$ cat config.mk
export PLATFORM = sky130hd
export DESIGN_NAME = adcw_ctrl
export DESIGN_NICKNAME = d
export VERILOG_FILES = /design/src/adcw_pkg.sv /design/src/adcw_ctrl.sv /design/src/adcw_conv.sv /design/src/adcw_wait.sv
export SDC_FILE = /design/constraint.sdc
export NUM_CORES = 1
export LEC_CHECK = 0
export BUFFER_PORTS_ARGS = -buffer_cell sky130_fd_sc_hd__buf_2
export CAP_MARGIN = 30
export CELL_PAD_IN_SITES_DETAIL_PLACEMENT = 1
export CELL_PAD_IN_SITES_GLOBAL_PLACEMENT = 2
export CORE_AREA = 2 2 110 134
export CTS_CLUSTER_SIZE = 16
export DETAILED_ROUTE_END_ITERATION = 12
export DIE_AREA = 0 0 112 136
export PLACE_DENSITY_LB_ADDON = 0.05
export SYNTH_ARGS = -nofsm -noshare
export SYNTH_HDL_FRONTEND = slang
export SYNTH_SLANG_ARGS = --single-unit
$ cat constraint.sdc
create_clock -name ref_clk -period 4.36 [get_ports ref_clk]
set_input_delay 0.872 -clock ref_clk [delete_from_list [all_inputs] [get_ports ref_clk]]
set_output_delay 0.872 -clock ref_clk [all_outputs]
set_load 0.03 [all_outputs]
$ cat src/adcw_pkg.sv
// Shared constants of the converter wait-mode flow control block.
// Assumes a 50 MHz bus clock and a 32-bit APB register port.
package adcw_pkg;
  // ****************************************
  // Timing.
  // ****************************************
  localparam int CLK_PERIOD_NS = 20;
  localparam int CONV_TIME_NS = 1000;
  // A least time, so round up.
  localparam int CONV_CYCLES = (CONV_TIME_NS + CLK_PERIOD_NS - 1) / CLK_PERIOD_NS;
  // ****************************************
  // Register map, byte addresses.
  // ****************************************
  localparam logic [7:0] OFS_CTRL = 8'h00;
  localparam logic [7:0] OFS_FLOW = 8'h04;
  localparam logic [7:0] OFS_STATUS = 8'h08;
  localparam logic [7:0] OFS_MASK = 8'h0C;
  localparam logic [7:0] OFS_STATE = 8'h10;
  localparam logic [7:0] OFS_RESULT = 8'h14;
  localparam logic [7:0] OFS_CMD_BASE = 8'h40;
  // Control fields.
  localparam int CTRL_WAIT_STOP = 0;
  localparam int CTRL_STORE_ABORT = 1;
  localparam int CTRL_AUTO_RESTART = 2;
  localparam int CTRL_RESTART_MODE = 3;
  localparam logic [3:0] CTRL_RESET = 4'h0;
  // Flow request fields.
  localparam int FLOW_TRIGGER = 0;
  localparam int FLOW_RESTART = 1;
  localparam int FLOW_ABORT = 2;
  localparam int FLOW_LOAD_OK = 3;
  // Status and mask fields.
  localparam int ST_ABORT_DONE = 0;
  localparam int ST_CONV_DONE = 1;
  localparam int ST_LIST_END = 2;
  localparam int ST_WIDTH = 3;
  // Command type select encodings.
  localparam logic [1:0] CMD_NORMAL = 2'h0;
  localparam logic [1:0] CMD_EOL_CONT = 2'h2;
  localparam logic [1:0] CMD_EOL_WAIT = 2'h3;
  typedef enum logic [1:0] {ST_IDLE, ST_CONV, ST_ABORT} adcw_state_t;
endpackage

$ cat src/adcw_ctrl.sv
// Converter flow control around MCU wait mode, with an APB register port.
// Assumes wait_req and sample_data are synchronous to ref_clk.
//
// Contract
// RULE_01: Select clear: keep converting through wait.
// RULE_02: Select set: party requests wait while idle.
// RULE_03: Wait during activity aborts after current conversion.
// RULE_04: Aborted result stored only with store-on-abort.
// RULE_05: Software abort: wait for abort-done first.
// RULE_06: Flow requests held clear during wait.
// RULE_07: Trigger mode exit: restart plus trigger.
// RULE_08: Restart mode exit: restart only, no abort.
// RULE_09: Result buffer select unchanged across wait.
// RULE_10: Type 10 wraps list, continues converting.
// RULE_11: Type 11 wraps list, then waits.
// RULE_12: No new conversion during wait.
`timescale 1ns/1ps
module adcw_ctrl #(
  parameter int CMD_DEPTH = 8,
  parameter int DW = 12,
  parameter int CONV_CYCLES = adcw_pkg::CONV_CYCLES
) (
  input wire logic ref_clk,
  input wire logic rstn,
  input wire logic psel,
  input wire logic penable,
  input wire logic pwrite,
  input wire logic [7:0] paddr,
  input wire logic [31:0] pwdata,
  output logic [31:0] prdata,
  output logic pready,
  output logic pslverr,
  input wire logic wait_req,
  input wire logic [DW-1:0] sample_data,
  output logic wait_ack,
  output logic irq
);
  localparam int IW = $clog2(CMD_DEPTH);

  // ****************************************
  // Register map.
  // ****************************************
  // Every register is one aligned word; unused upper bits read as zero.
  // Control holds the wait-stop select, store-on-abort, auto-restart and the
  // flow mode (clear for trigger mode, set for restart mode).
  // Flow requests are write-one-to-set; a read shows what is still pending.
  // Status bits are sticky and cleared by a read of the status word.
  // The mask word has the status layout and gates the level interrupt.
  // The state word packs the command index, the controller state, the
  // result buffer select, the wait hold and the result index.
  // The result word shows the last result that was stored.
  // Command type entries follow from the command base, one word apiece.
  // Unmapped addresses answer with an error, read as zero and ignore writes.
  // Limitation: the command memory has no reset, so software must fill the
  // list before the first trigger or the type decode sees unknown values.

  // ****************************************
  // State.
  // ****************************************
  adcw_pkg::adcw_state_t state_r, state_nxt;
  logic [3:0] ctrl_r, ctrl_nxt;
  logic [3:0] flow_r, flow_nxt;
  logic [adcw_pkg::ST_WIDTH-1:0] stat_r, stat_nxt, mask_r, mask_nxt;
  logic [IW-1:0] command_index_r, command_index_nxt;
  logic [7:0] result_index_r, result_index_nxt;
  logic result_buffer_select_r, result_buffer_select_nxt;
  logic armed_r, armed_nxt;
  logic [DW-1:0] result_r, result_nxt;
  logic [1:0] cmd_mem [CMD_DEPTH];
  logic [31:0] prdata_nxt;
  logic pready_nxt, pslverr_nxt, irq_nxt, wait_ack_nxt;
  logic conv_start, conv_busy, conv_done, hold, wait_exit;
  logic [DW-1:0] conv_result;
  logic acc, wr, rd, cmd_hit, known;
  logic [1:0] cmd_type;

  // ****************************************
  // Helpers.
  // ****************************************
  adcw_conv #(
    .CYCLES(CONV_CYCLES),
    .DW(DW)
  ) i_adcw_conv (
    .ref_clk(ref_clk),
    .rstn(rstn),
    .start(conv_start),
    .sample(sample_data),
    .busy(conv_busy),
    .done(conv_done),
    .result(conv_result)
  );

  // The hold only rises with the stop select set, so with it clear the
  // conversion flow runs on through wait mode untouched.
  adcw_wait i_adcw_wait (
    .ref_clk(ref_clk),
    .rstn(rstn),
    .wait_req(wait_req),
    .stop_sel(ctrl_r[adcw_pkg::CTRL_WAIT_STOP]),
    .hold(hold),
    .exit_pulse(wait_exit)
  );

  // Transfers complete on the second access cycle, when pready is high.
  always_comb begin
    acc = psel & penable & pready;
    wr = acc & pwrite;
    rd = acc & ~pwrite;
    cmd_hit = (paddr >= adcw_pkg::OFS_CMD_BASE) &&
              (paddr < adcw_pkg::OFS_CMD_BASE + 8'(4 * CMD_DEPTH)) &&
              (paddr[1:0] == 2'h0);
    known = cmd_hit || paddr == adcw_pkg::OFS_CTRL || paddr == adcw_pkg::OFS_FLOW ||
            paddr == adcw_pkg::OFS_STATUS || paddr == adcw_pkg::OFS_MASK ||
            paddr == adcw_pkg::OFS_STATE || paddr == adcw_pkg::OFS_RESULT;
    cmd_type = cmd_mem[command_index_r];
  end

  // ****************************************
  // Flow control.
  // ****************************************
  // One next-state process for all but the bus answer and the command list, so that priorities
  // between bus writes, wait mode and conversion events stay in one place.
  // Order of precedence, lowest first: bus writes, the automatic restart on
  // wait exit, the state machine consuming requests, and last the wait hold
  // that wipes every request. The hold therefore always wins, which keeps a
  // request written during wait from surviving until the exit.
  // A wait request during a conversion does not cut it short: with the stop
  // select set the state machine moves to the abort state and lets the running conversion end.
  always_comb begin
    logic rmode, trigger_request, rst, go;
    logic [adcw_pkg::ST_WIDTH-1:0] ev;
    state_nxt = state_r;
    ctrl_nxt = ctrl_r;
    flow_nxt = flow_r;
    mask_nxt = mask_r;
    command_index_nxt = command_index_r;
    result_index_nxt = result_index_r;
    result_buffer_select_nxt = result_buffer_select_r;
    armed_nxt = armed_r;
    result_nxt = result_r;
    conv_start = 1'b0;
    ev = '0;
    rmode = ctrl_r[adcw_pkg::CTRL_RESTART_MODE];
    trigger_request = flow_r[adcw_pkg::FLOW_TRIGGER];
    rst = flow_r[adcw_pkg::FLOW_RESTART];
    go = 1'b0;
    if (wr && paddr == adcw_pkg::OFS_CTRL) begin
      ctrl_nxt = pwdata[3:0];
    end
    if (wr && paddr == adcw_pkg::OFS_MASK) begin
      mask_nxt = pwdata[adcw_pkg::ST_WIDTH-1:0];
    end
    // Software sets requests by writing ones; hardware consumes them.
    if (wr && paddr == adcw_pkg::OFS_FLOW) begin
      flow_nxt = flow_r | pwdata[3:0];
    end
    // Automatic restart on leaving wait mode.
    if (wait_exit && ctrl_r[adcw_pkg::CTRL_AUTO_RESTART]) begin
      flow_nxt[adcw_pkg::FLOW_RESTART] = 1'b1; // RULE_07 RULE_08
      flow_nxt[adcw_pkg::FLOW_TRIGGER] = ~rmode; // RULE_07
      flow_nxt[adcw_pkg::FLOW_ABORT] = 1'b0; // RULE_08
    end
    case (state_r)
      adcw_pkg::ST_IDLE: begin
        // A pending abort with nothing running completes at once.
        if (flow_r[adcw_pkg::FLOW_ABORT]) begin
          flow_nxt[adcw_pkg::FLOW_ABORT] = 1'b0;
          ev[adcw_pkg::ST_ABORT_DONE] = 1'b1;
        end
        if (rst) begin
          // Restart runs before any trigger taken in the same cycle.
          command_index_nxt = '0; // RULE_07 RULE_08
          result_index_nxt = 8'h00;
          flow_nxt[adcw_pkg::FLOW_RESTART] = 1'b0;
          armed_nxt = 1'b1;
        end
        // Restart mode needs restart then trigger; trigger mode takes either.
        go = rmode ? (trigger_request & (armed_r | rst)) : (trigger_request | rst); // RULE_07 RULE_08
        if (go && !hold) begin // RULE_12
          flow_nxt[adcw_pkg::FLOW_TRIGGER] = 1'b0;
          armed_nxt = 1'b0;
          conv_start = 1'b1;
          state_nxt = adcw_pkg::ST_CONV;
        end
      end
      adcw_pkg::ST_CONV: begin
        // Wait entry with stop select set turns into a sequence abort.
        if (hold || flow_r[adcw_pkg::FLOW_ABORT] || rst) begin // RULE_03
          state_nxt = adcw_pkg::ST_ABORT;
        end else if (conv_done) begin // RULE_01
          result_nxt = conv_result;
          result_index_nxt = result_index_r + 8'h01;
          ev[adcw_pkg::ST_CONV_DONE] = 1'b1;
          if (cmd_type == adcw_pkg::CMD_EOL_CONT || cmd_type == adcw_pkg::CMD_EOL_WAIT) begin
            command_index_nxt = '0;
            result_index_nxt = 8'h00;
            ev[adcw_pkg::ST_LIST_END] = 1'b1;
            // Buffers swap only at list end with load ok given.
            if (flow_r[adcw_pkg::FLOW_LOAD_OK]) begin
              result_buffer_select_nxt = ~result_buffer_select_r;
              flow_nxt[adcw_pkg::FLOW_LOAD_OK] = 1'b0;
            end
          end else begin
            command_index_nxt = command_index_r + IW'(1);
          end
          if (cmd_type == adcw_pkg::CMD_EOL_WAIT) begin
            state_nxt = adcw_pkg::ST_IDLE; // RULE_11
          end else begin
            conv_start = 1'b1; // RULE_10
          end
        end
      end
      adcw_pkg::ST_ABORT: begin
        // The conversion under way is allowed to finish. If the abort was
        // taken in the very cycle that a conversion ended, the done pulse is
        // already gone; the idle timer then ends the abort at once, else the
        // controller would sit in this state for ever.
        if (conv_done || !conv_busy) begin // RULE_03
          if (ctrl_r[adcw_pkg::CTRL_STORE_ABORT]) begin // RULE_04
            result_nxt = conv_result;
            result_index_nxt = result_index_r + 8'h01;
            ev[adcw_pkg::ST_CONV_DONE] = 1'b1;
          end
          flow_nxt[adcw_pkg::FLOW_ABORT] = 1'b0;
          ev[adcw_pkg::ST_ABORT_DONE] = 1'b1; // RULE_05
          state_nxt = adcw_pkg::ST_IDLE;
        end
      end
      default: begin
        state_nxt = adcw_pkg::ST_IDLE;
      end
    endcase
    // While held in wait mode all requests stay clear; the buffer select
    // is left alone so the same buffer resumes after exit.
    if (hold) begin
      flow_nxt = 4'h0; // RULE_06 RULE_09
    end
    // Events win over the read that clears them.
    stat_nxt = ((rd && paddr == adcw_pkg::OFS_STATUS) ? '0 : stat_r) | ev;
  end

  // Command list writes; the memory is not reset, to keep it plain storage.
  always_ff @(posedge ref_clk) begin
    if (wr && cmd_hit) begin
      cmd_mem[paddr[IW+1:2]] <= pwdata[1:0];
    end
  end

  // ****************************************
  // Bus answer and interrupt.
  // ****************************************
  // Read data is built in the first access cycle and shown with pready.
  // The one wait state lets read data come straight from a flip-flop, at
  // the cost of one extra cycle per transfer. Outside the answer cycle the
  // read data stays zero, so a stale value can never be mistaken for data.
  always_comb begin
    pready_nxt = psel & penable & ~pready;
    pslverr_nxt = pready_nxt & ~known;
    prdata_nxt = 32'h0000_0000;
    if (pready_nxt && !pwrite) begin
      if (cmd_hit) begin
        prdata_nxt = {30'h0, cmd_mem[paddr[IW+1:2]]};
      end else begin
        case (paddr)
          adcw_pkg::OFS_CTRL: prdata_nxt = {28'h0, ctrl_r};
          adcw_pkg::OFS_FLOW: prdata_nxt = {28'h0, flow_r};
          adcw_pkg::OFS_STATUS: prdata_nxt = {29'h0, stat_r};
          adcw_pkg::OFS_MASK: prdata_nxt = {29'h0, mask_r};
          adcw_pkg::OFS_STATE: prdata_nxt = {8'h0, result_index_r, 3'h0, hold,
                                              1'b0, result_buffer_select_r,
                                              state_r, 8'(command_index_r)};
          adcw_pkg::OFS_RESULT: prdata_nxt = 32'(result_r);
          default: prdata_nxt = 32'h0000_0000;
        endcase
      end
    end
    irq_nxt = |(stat_nxt & mask_nxt);
    // Safe to enter wait once nothing runs and no conversion is busy.
    wait_ack_nxt = (state_nxt == adcw_pkg::ST_IDLE) & ~conv_busy; // RULE_02
  end

  // Registers only. The reset is synchronous, so the first bus setup may
  // follow on the first edge after release.
  always_ff @(posedge ref_clk) begin
    if (!rstn) begin
      state_r <= adcw_pkg::ST_IDLE;
      ctrl_r <= adcw_pkg::CTRL_RESET;
      flow_r <= 4'h0;
      stat_r <= '0;
      mask_r <= '0;
      command_index_r <= '0;
      result_index_r <= 8'h00;
      result_buffer_select_r <= 1'b0;
      armed_r <= 1'b0;
      result_r <= '0;
      prdata <= 32'h0000_0000;
      pready <= 1'b0;
      pslverr <= 1'b0;
      irq <= 1'b0;
      wait_ack <= 1'b0;
    end else begin
      state_r <= state_nxt;
      ctrl_r <= ctrl_nxt;
      flow_r <= flow_nxt;
      stat_r <= stat_nxt;
      mask_r <= mask_nxt;
      command_index_r <= command_index_nxt;
      result_index_r <= result_index_nxt;
      result_buffer_select_r <= result_buffer_select_nxt;
      armed_r <= armed_nxt;
      result_r <= result_nxt;
      prdata <= prdata_nxt;
      pready <= pready_nxt;
      pslverr <= pslverr_nxt;
      irq <= irq_nxt;
      wait_ack <= wait_ack_nxt;
    end
  end
endmodule

$ cat src/adcw_conv.sv
// Conversion timer: one conversion takes a fixed number of bus clocks.
// Assumes the sample input is stable while a conversion is under way.
`timescale 1ns/1ps
module adcw_conv #(
  parameter int CYCLES = adcw_pkg::CONV_CYCLES,
  parameter int DW = 12
) (
  input wire logic ref_clk,
  input wire logic rstn,
  input wire logic start,
  input wire logic [DW-1:0] sample,
  output logic busy,
  output logic done,
  output logic [DW-1:0] result
);
  // ****************************************
  // Counter.
  // ****************************************
  logic [15:0] cnt_r, cnt_nxt;
  logic busy_nxt, done_nxt;
  logic [DW-1:0] result_nxt;

  // A start while busy is ignored; the controller never asks for one.
  always_comb begin
    cnt_nxt = cnt_r;
    busy_nxt = busy;
    done_nxt = 1'b0;
    result_nxt = result;
    if (busy) begin
      if (cnt_r == 16'h0001) begin
        busy_nxt = 1'b0;
        done_nxt = 1'b1;
        result_nxt = sample;
      end
      cnt_nxt = cnt_r - 16'h0001;
    end else if (start) begin
      busy_nxt = 1'b1;
      cnt_nxt = 16'(CYCLES);
    end
  end

  // Registers only.
  always_ff @(posedge ref_clk) begin
    if (!rstn) begin
      cnt_r <= 16'h0000;
      busy <= 1'b0;
      done <= 1'b0;
      result <= '0;
    end else begin
      cnt_r <= cnt_nxt;
      busy <= busy_nxt;
      done <= done_nxt;
      result <= result_nxt;
    end
  end
endmodule

$ cat src/adcw_wait.sv
// Wait-mode tracker: holds the wait state and marks the exit from it.
// Assumes the wait request is a level synchronous to the bus clock.
`timescale 1ns/1ps
module adcw_wait (
  input wire logic ref_clk,
  input wire logic rstn,
  input wire logic wait_req,
  input wire logic stop_sel,
  output logic hold,
  output logic exit_pulse
);
  // ****************************************
  // Wait state.
  // ****************************************
  logic hold_nxt, exit_nxt;

  // Hold only counts while the stop select is set; exit is its fall when the wait request drops.
  always_comb begin
    hold_nxt = wait_req & stop_sel;
    exit_nxt = hold & ~wait_req;
  end

  // Registers only.
  always_ff @(posedge ref_clk) begin
    if (!rstn) begin
      hold <= 1'b0;
      exit_pulse <= 1'b0;
    end else begin
      hold <= hold_nxt;
      exit_pulse <= exit_nxt;
    end
  end
endmodule

# == Word level (Yosys, flattened, before mapping) ==
# Memories as Yosys holds them, arrays and structs flattened. A register that Yosys moved wholly into a read port is not among the register bits.
# Cells that the tools add are included.
# word_totals
reg_bits,101
ram_bits,16
out_inout_bits,36
mem_count,1
# memory_table
name,words,word_bits,read_ports,rd_ports_with_merged_regs,write_ports,line,source
cmd_mem,8,2,2,1,1,adcw_ctrl.sv:69,logic [1:0] cmd_mem [CMD_DEPTH];
# classes
n_addsub,3
magnitude_cmp,2
eq_ne,15
mux,67
bitwise,25
n_reduce_logical,43
# ops
cell,count
case mux 24 bit (6 select lines),1
two-way mux 12 bit,4
two-way mux 8 bit,6
two-way mux 16 bit,2
two-way mux 3 bit,9
two-way mux 1 bit,26
case mux 12 bit (2 select lines),1
case mux 8 bit (3 select lines),1
two-way mux 2 bit,10
== test 16 x 1 -> 1 bit (second input constant),1
== test 8 x 4 -> 1 bit (second input constant),2
== test 8 x 5 -> 1 bit (second input constant),2
subtractor 16 x 1 -> 16 bit (second input constant),1
bitwise AND 1 bit,10
logical AND 1 bit,10
logical OR 1 bit,10
NOT 1 bit,10
AND reduction 5 bit,2
adder 8 x 1 -> 8 bit (second input constant),1
== test 8 x 3 -> 1 bit (second input constant),1
greater-or-equal comparator 8 x 7 -> 1 bit (second input constant),1
zero test 8 bit,1
less-than comparator 8 x 7 -> 1 bit (second input constant),1
inequality test 2 bit (second input constant),4
21 further kinds,38

# == Longest topological paths before layout ==
# logic_depth
ltp_word,11
depth_mapped,9
ltp_nobuf,7

# == By module ==
# Synthesis repeated with hierarchy kept, for this count alone.
# unflattened
hier_cells,540
hier_area_um2,5343.9
# by_module_without_submodules
mod,instances,cells_each,area_per_inst_um2
adcw_ctrl,1,380,3854.9
adcw_conv,1,156,1432.6
adcw_wait,1,4,56.3

# == Least setup slack after synthesis ==
# No wires, ideal clock.
# synth_path
path_type,input to register
from,input paddr[1]
to,register irq
arrival_ns,2.395
required_ns,4.221
path_slack_ns,1.826
stages,5
path_buffers,0
cell_sequence,or4_4 nor3_1 nand3_1 a222oi_1 o221ai_1
# synth_between
elab_chain_len,6
word_cells_on_any_way,9
cone_classes,eq/ne: 2; mux: 2; bitwise: 2; reduce/logical: 3
# synth_rtl
element,line,source
from (decl),adcw_ctrl.sv:28,"input wire logic [7:0] paddr,"
== test 8 x 4 -> 1 bit,adcw_ctrl.sv:239,stat_nxt = ((rd && paddr == adcw_pkg::OFS_STATUS) ? '0 : stat_r) | ev;
logical AND 1 bit,adcw_ctrl.sv:239,
two-way mux 3 bit,adcw_ctrl.sv:239,
bitwise OR 3 bit,adcw_ctrl.sv:239,
bitwise AND 3 bit (*),adcw_ctrl.sv:277,irq_nxt = |(stat_nxt & mask_nxt);
OR reduction 3 bit (*),adcw_ctrl.sv:277,
to (signal assigned),adcw_ctrl.sv:315,irq <= irq_nxt;
to (decl),adcw_ctrl.sv:36,output logic irq
# Every way passes the cells marked *; elsewhere a longest branch is shown, timed or not.
# A chain may end at the register's enable or synchronous reset.

# == Worst setup path after layout ==
# layout_path
from,register i_adcw_conv.busy
to,register i_adcw_conv.result[11]
# layout_between
elab_chain_len,1
# layout_rtl
element,line,source
from (decl),adcw_conv.sv:12,"output logic busy,"
from (signal assigned),adcw_conv.sv:51,busy <= busy_nxt;
AND reduction 2 bit (no line),n/a,
to (signal assigned),adcw_conv.sv:53,result <= result_nxt;
to (decl),adcw_conv.sv:14,output logic [DW-1:0] result
# No other way between the ends.

==> reports/results.tsv <==
metric	value	unit
status	finished, final reports clean	
overflow	0	
syn_area	0.005197	mm²
final_antenna_net_count	0	
crit_path_start_kind	flip-flop	
cts_resized	0	
antennaDiodeCount	0	
drt_wl_total	13240	µm
dr.max_layer_used	met4	
placed_cell_area	0.005565	mm²
fmax	0.3848	GHz
die_w	112	µm
initial_utilization	0.3698	
tightestPinTransition	0.7921	ns
slew_viol_final	0	
power	2.620	mW
end_kind	flip-flop	
fin_crit_sh	0.5961	
hold_viol	0	
clock_path_buffers	2	
holdCritPathClass	flip-flop to flip-flop	
ys_seq_elements	117	
fin_util	0.4409	
stdcell_area	0.006196	mm²
firstDrtPassIters	4	
die_y	136	µm
path_clk_slew	0.05	ns
dieArea	0.01523	mm²
cp_cell_sequence	nor4b_2, nand4_2, mux2i_1, nor2_1	
yosys-top-cells-area	dfxtp_1 39%, edfxtp_1 9.2%, mux2i_1 7.3%	
num_vias	3950	
arrival	2.90	ns
post_cts_buffers	0	
power_density	422.8	mW/mm²
wl_met2	6865	µm
layout-drive-gt1-share	0.1969	
r2r_slack	1.76	ns
min_period	2.599	ns
cp_data_required_time	4.66	ns
cts.sinks	117	
grt_pass1_vias	4170	
async_reset_ff_frac	0	
syn_area_per_cell	10.11	µm²
crit-reg2reg-capture	i_adcw_conv.result[11]	
cts_buffers	17	
relSlewSlack	0.4719	
drc	0	
ios	94	
drt_iter0_drc	138	
wl_met3	435	µm
nNetsFinal	632	
setup_viol	0	
coreArea	0.01405	mm²
synth-edff-count	16	
cts_tree	yes	
synth_top_area_frac	0.3890	
place_congestion	0.8056	
peakVddDrop	0.2089	mV
crit_family	simple AND/OR/NAND/NOR gates	
fp-row-count	48	
synthCells	514	
ff2ff_path_depth	4	
worstSkewPairLatency	0.42	ns
crit_end	i_adcw_conv.result[11]	
cp_num_buf_inv	0	
postCtsHoldBufs	0	
synth_commonest_cells	101 x dfxtp_1, 81 x nor2_1, 38 x mux2i_1, 25 x nand2_1, 20 x inv_1	
rsz0062_at_grt	false	
ys_seq_area_frac	0.4815	
crit_path_max_incr_delay	0.71	ns
n_fill_cell	1591	
grt_start_max_net_pins	31	
p_leak	2.548	nW
syn_to_final_growth	19.21	%
finClkSkew	0.008304	ns
wl_per_cell	17.56	µm
yosysTopAreaCell	dfxtp_1	
criticalPathCategory	flip-flop to flip-flop	
crit_cells	4	
drt-met1-wl	5723	µm
yosysWarnings	0	
cpMaxStageDelayCell	nor4b_2	
fin_hold_ws	0.4852	ns
drv_cap	0	
cp-startpoint	i_adcw_conv.busy	
io_buffers	54	
track_usage	0.1857	
synthFlopType	dfxtp_1	
grt_pass1_wl	21770	µm
synthMostInstantiatedCell	dfxtp_1	
viasPerCell	5.239	
antenna_found_initial	0	
h-tree-depth	4	
root_buffer	clkbuf_16	
synth_cell_type_count	67	
r2r-start	i_adcw_conv.busy	
cp_max_fo	14	
fin_setup_tns	0	ns
hpwlAfterDp	9614	µm
-- layer usage --
metal	GRT usage	vias up
met5	0	-
met4	0.07859	0
met3	0.04637	15
met2	0.3246	53
met1	0.2176	1943
li1	-	1939
-- logic make-up after synthesis --
| kind of cell | after synthesis | synth area share |
|---|---|---|
| simple gates | 217 | 0.2193 |
| xor+xnor | 9 | 0.01517 |
| mux | 53 | 0.1324 |
| other cells | 1 | 0.0007215 |
| fa+ha+maj | 8 | 0.01926 |
| compound gates | 56 | 0.08378 |
| buf+inv | 53 | 0.04790 |
| flops | 117 | 0.4815 |
-- state kept, by name (all words and copies together) (netlist names), 3 cells and up, named ones only --
register	flops
result_r	12
i_adcw_conv.cnt_r	16
prdata	21
result_index_r	8
command_index_r	3
i_adcw_conv.result	12
ctrl_r	4
stat_r	3
mask_r	3
flow_r	4
cmd_mem	16
-- area by class of cell --
class | instances | area (µm²) | share of cell area
Clock buffer | 27 | 578.1 | 0.09330
Inverter | 20 | 75.07 | 0.01212
Clock inverter | 5 | 52.55 | 0.008481
Multi-Input combinational cell | 354 | 2484 | 0.4008
Timing Repair Buffer | 56 | 285.3 | 0.04604
Tap cell | 175 | 219.0 | 0.03534
Sequential cell | 117 | 2502 | 0.4039
-- worst reg2reg max path: stages, from the launching register on --
cell and delay [ns]:
dfxtp_1 0.65, nor4b_2 0.72, nand4_2 0.68, mux2i_1 0.37
nor2_1 0.06
-- cell usage in the layout, fill, tap and decap left out, types with 3 or more instances in the layout --
cell       instances
mux4_2             7
nor4_1             7
nor2_1            81
and2_1            10
buf_2             54
o21a_1             5
clkbuf_8           3
inv_1             20
clkbuf_16         21
ha_1               8
mux4_1             4
and3_1            16
nand2_1           25
a31o_2             5
o221ai_1           3
dfxtp_1          101
a211oi_1           4
nand3_1           13
nand4_1           11
nor2b_1            5
clkinv_2           3
mux2i_1           38
nand2b_1           8
xor2_1             7
mux2_2             4
nor3_1            16
a21oi_1           12
edfxtp_1          16
conb_1            11
o21ai_0            4
clkbuf_1           3
nand3b_1           3
-- where the power goes --
| part | total (mW) | internal (mW) | switching [mW] |
|---|---|---|---|
| combinational | 0.0775 | 0.0215 | 0.0560 |
| clock | 1.45 | 0.963 | 0.485 |
| sequential | 1.09 | 1.09 | 0.000428 |
-- through the flow --
stage                     setup slack [ns]  std cells
after floorplan                      1.826        524
after global placement               1.359        722
after detailed placement             1.351        722
after CTS                            1.713        754
after global routing                 1.490        754
final                                1.761        754
-- worst min-delay path by stage --
| stage | startpoint | endpoint | slack, ns | cells after the start |
|---|---|---|---|---|
| 2_1_floorplan | result_index_r[7] | prdata[23] | 0.44 | 1 |
| 3_3_place_gp | result_index_r[7] | prdata[23] | 0.46 | 1 |
| 3_5_place_dp | result_index_r[7] | prdata[23] | 0.48 | 1 |
| 4_1_cts | result_r[11] | prdata[11] | 0.49 | 1 |
| 5_1_grt | result_r[4] | prdata[4] | 0.50 | 1 |
| 6_report | result_r[5] | prdata[5] | 0.49 | 1 |
No activity file was read; power rests on OpenSTA's default activity.
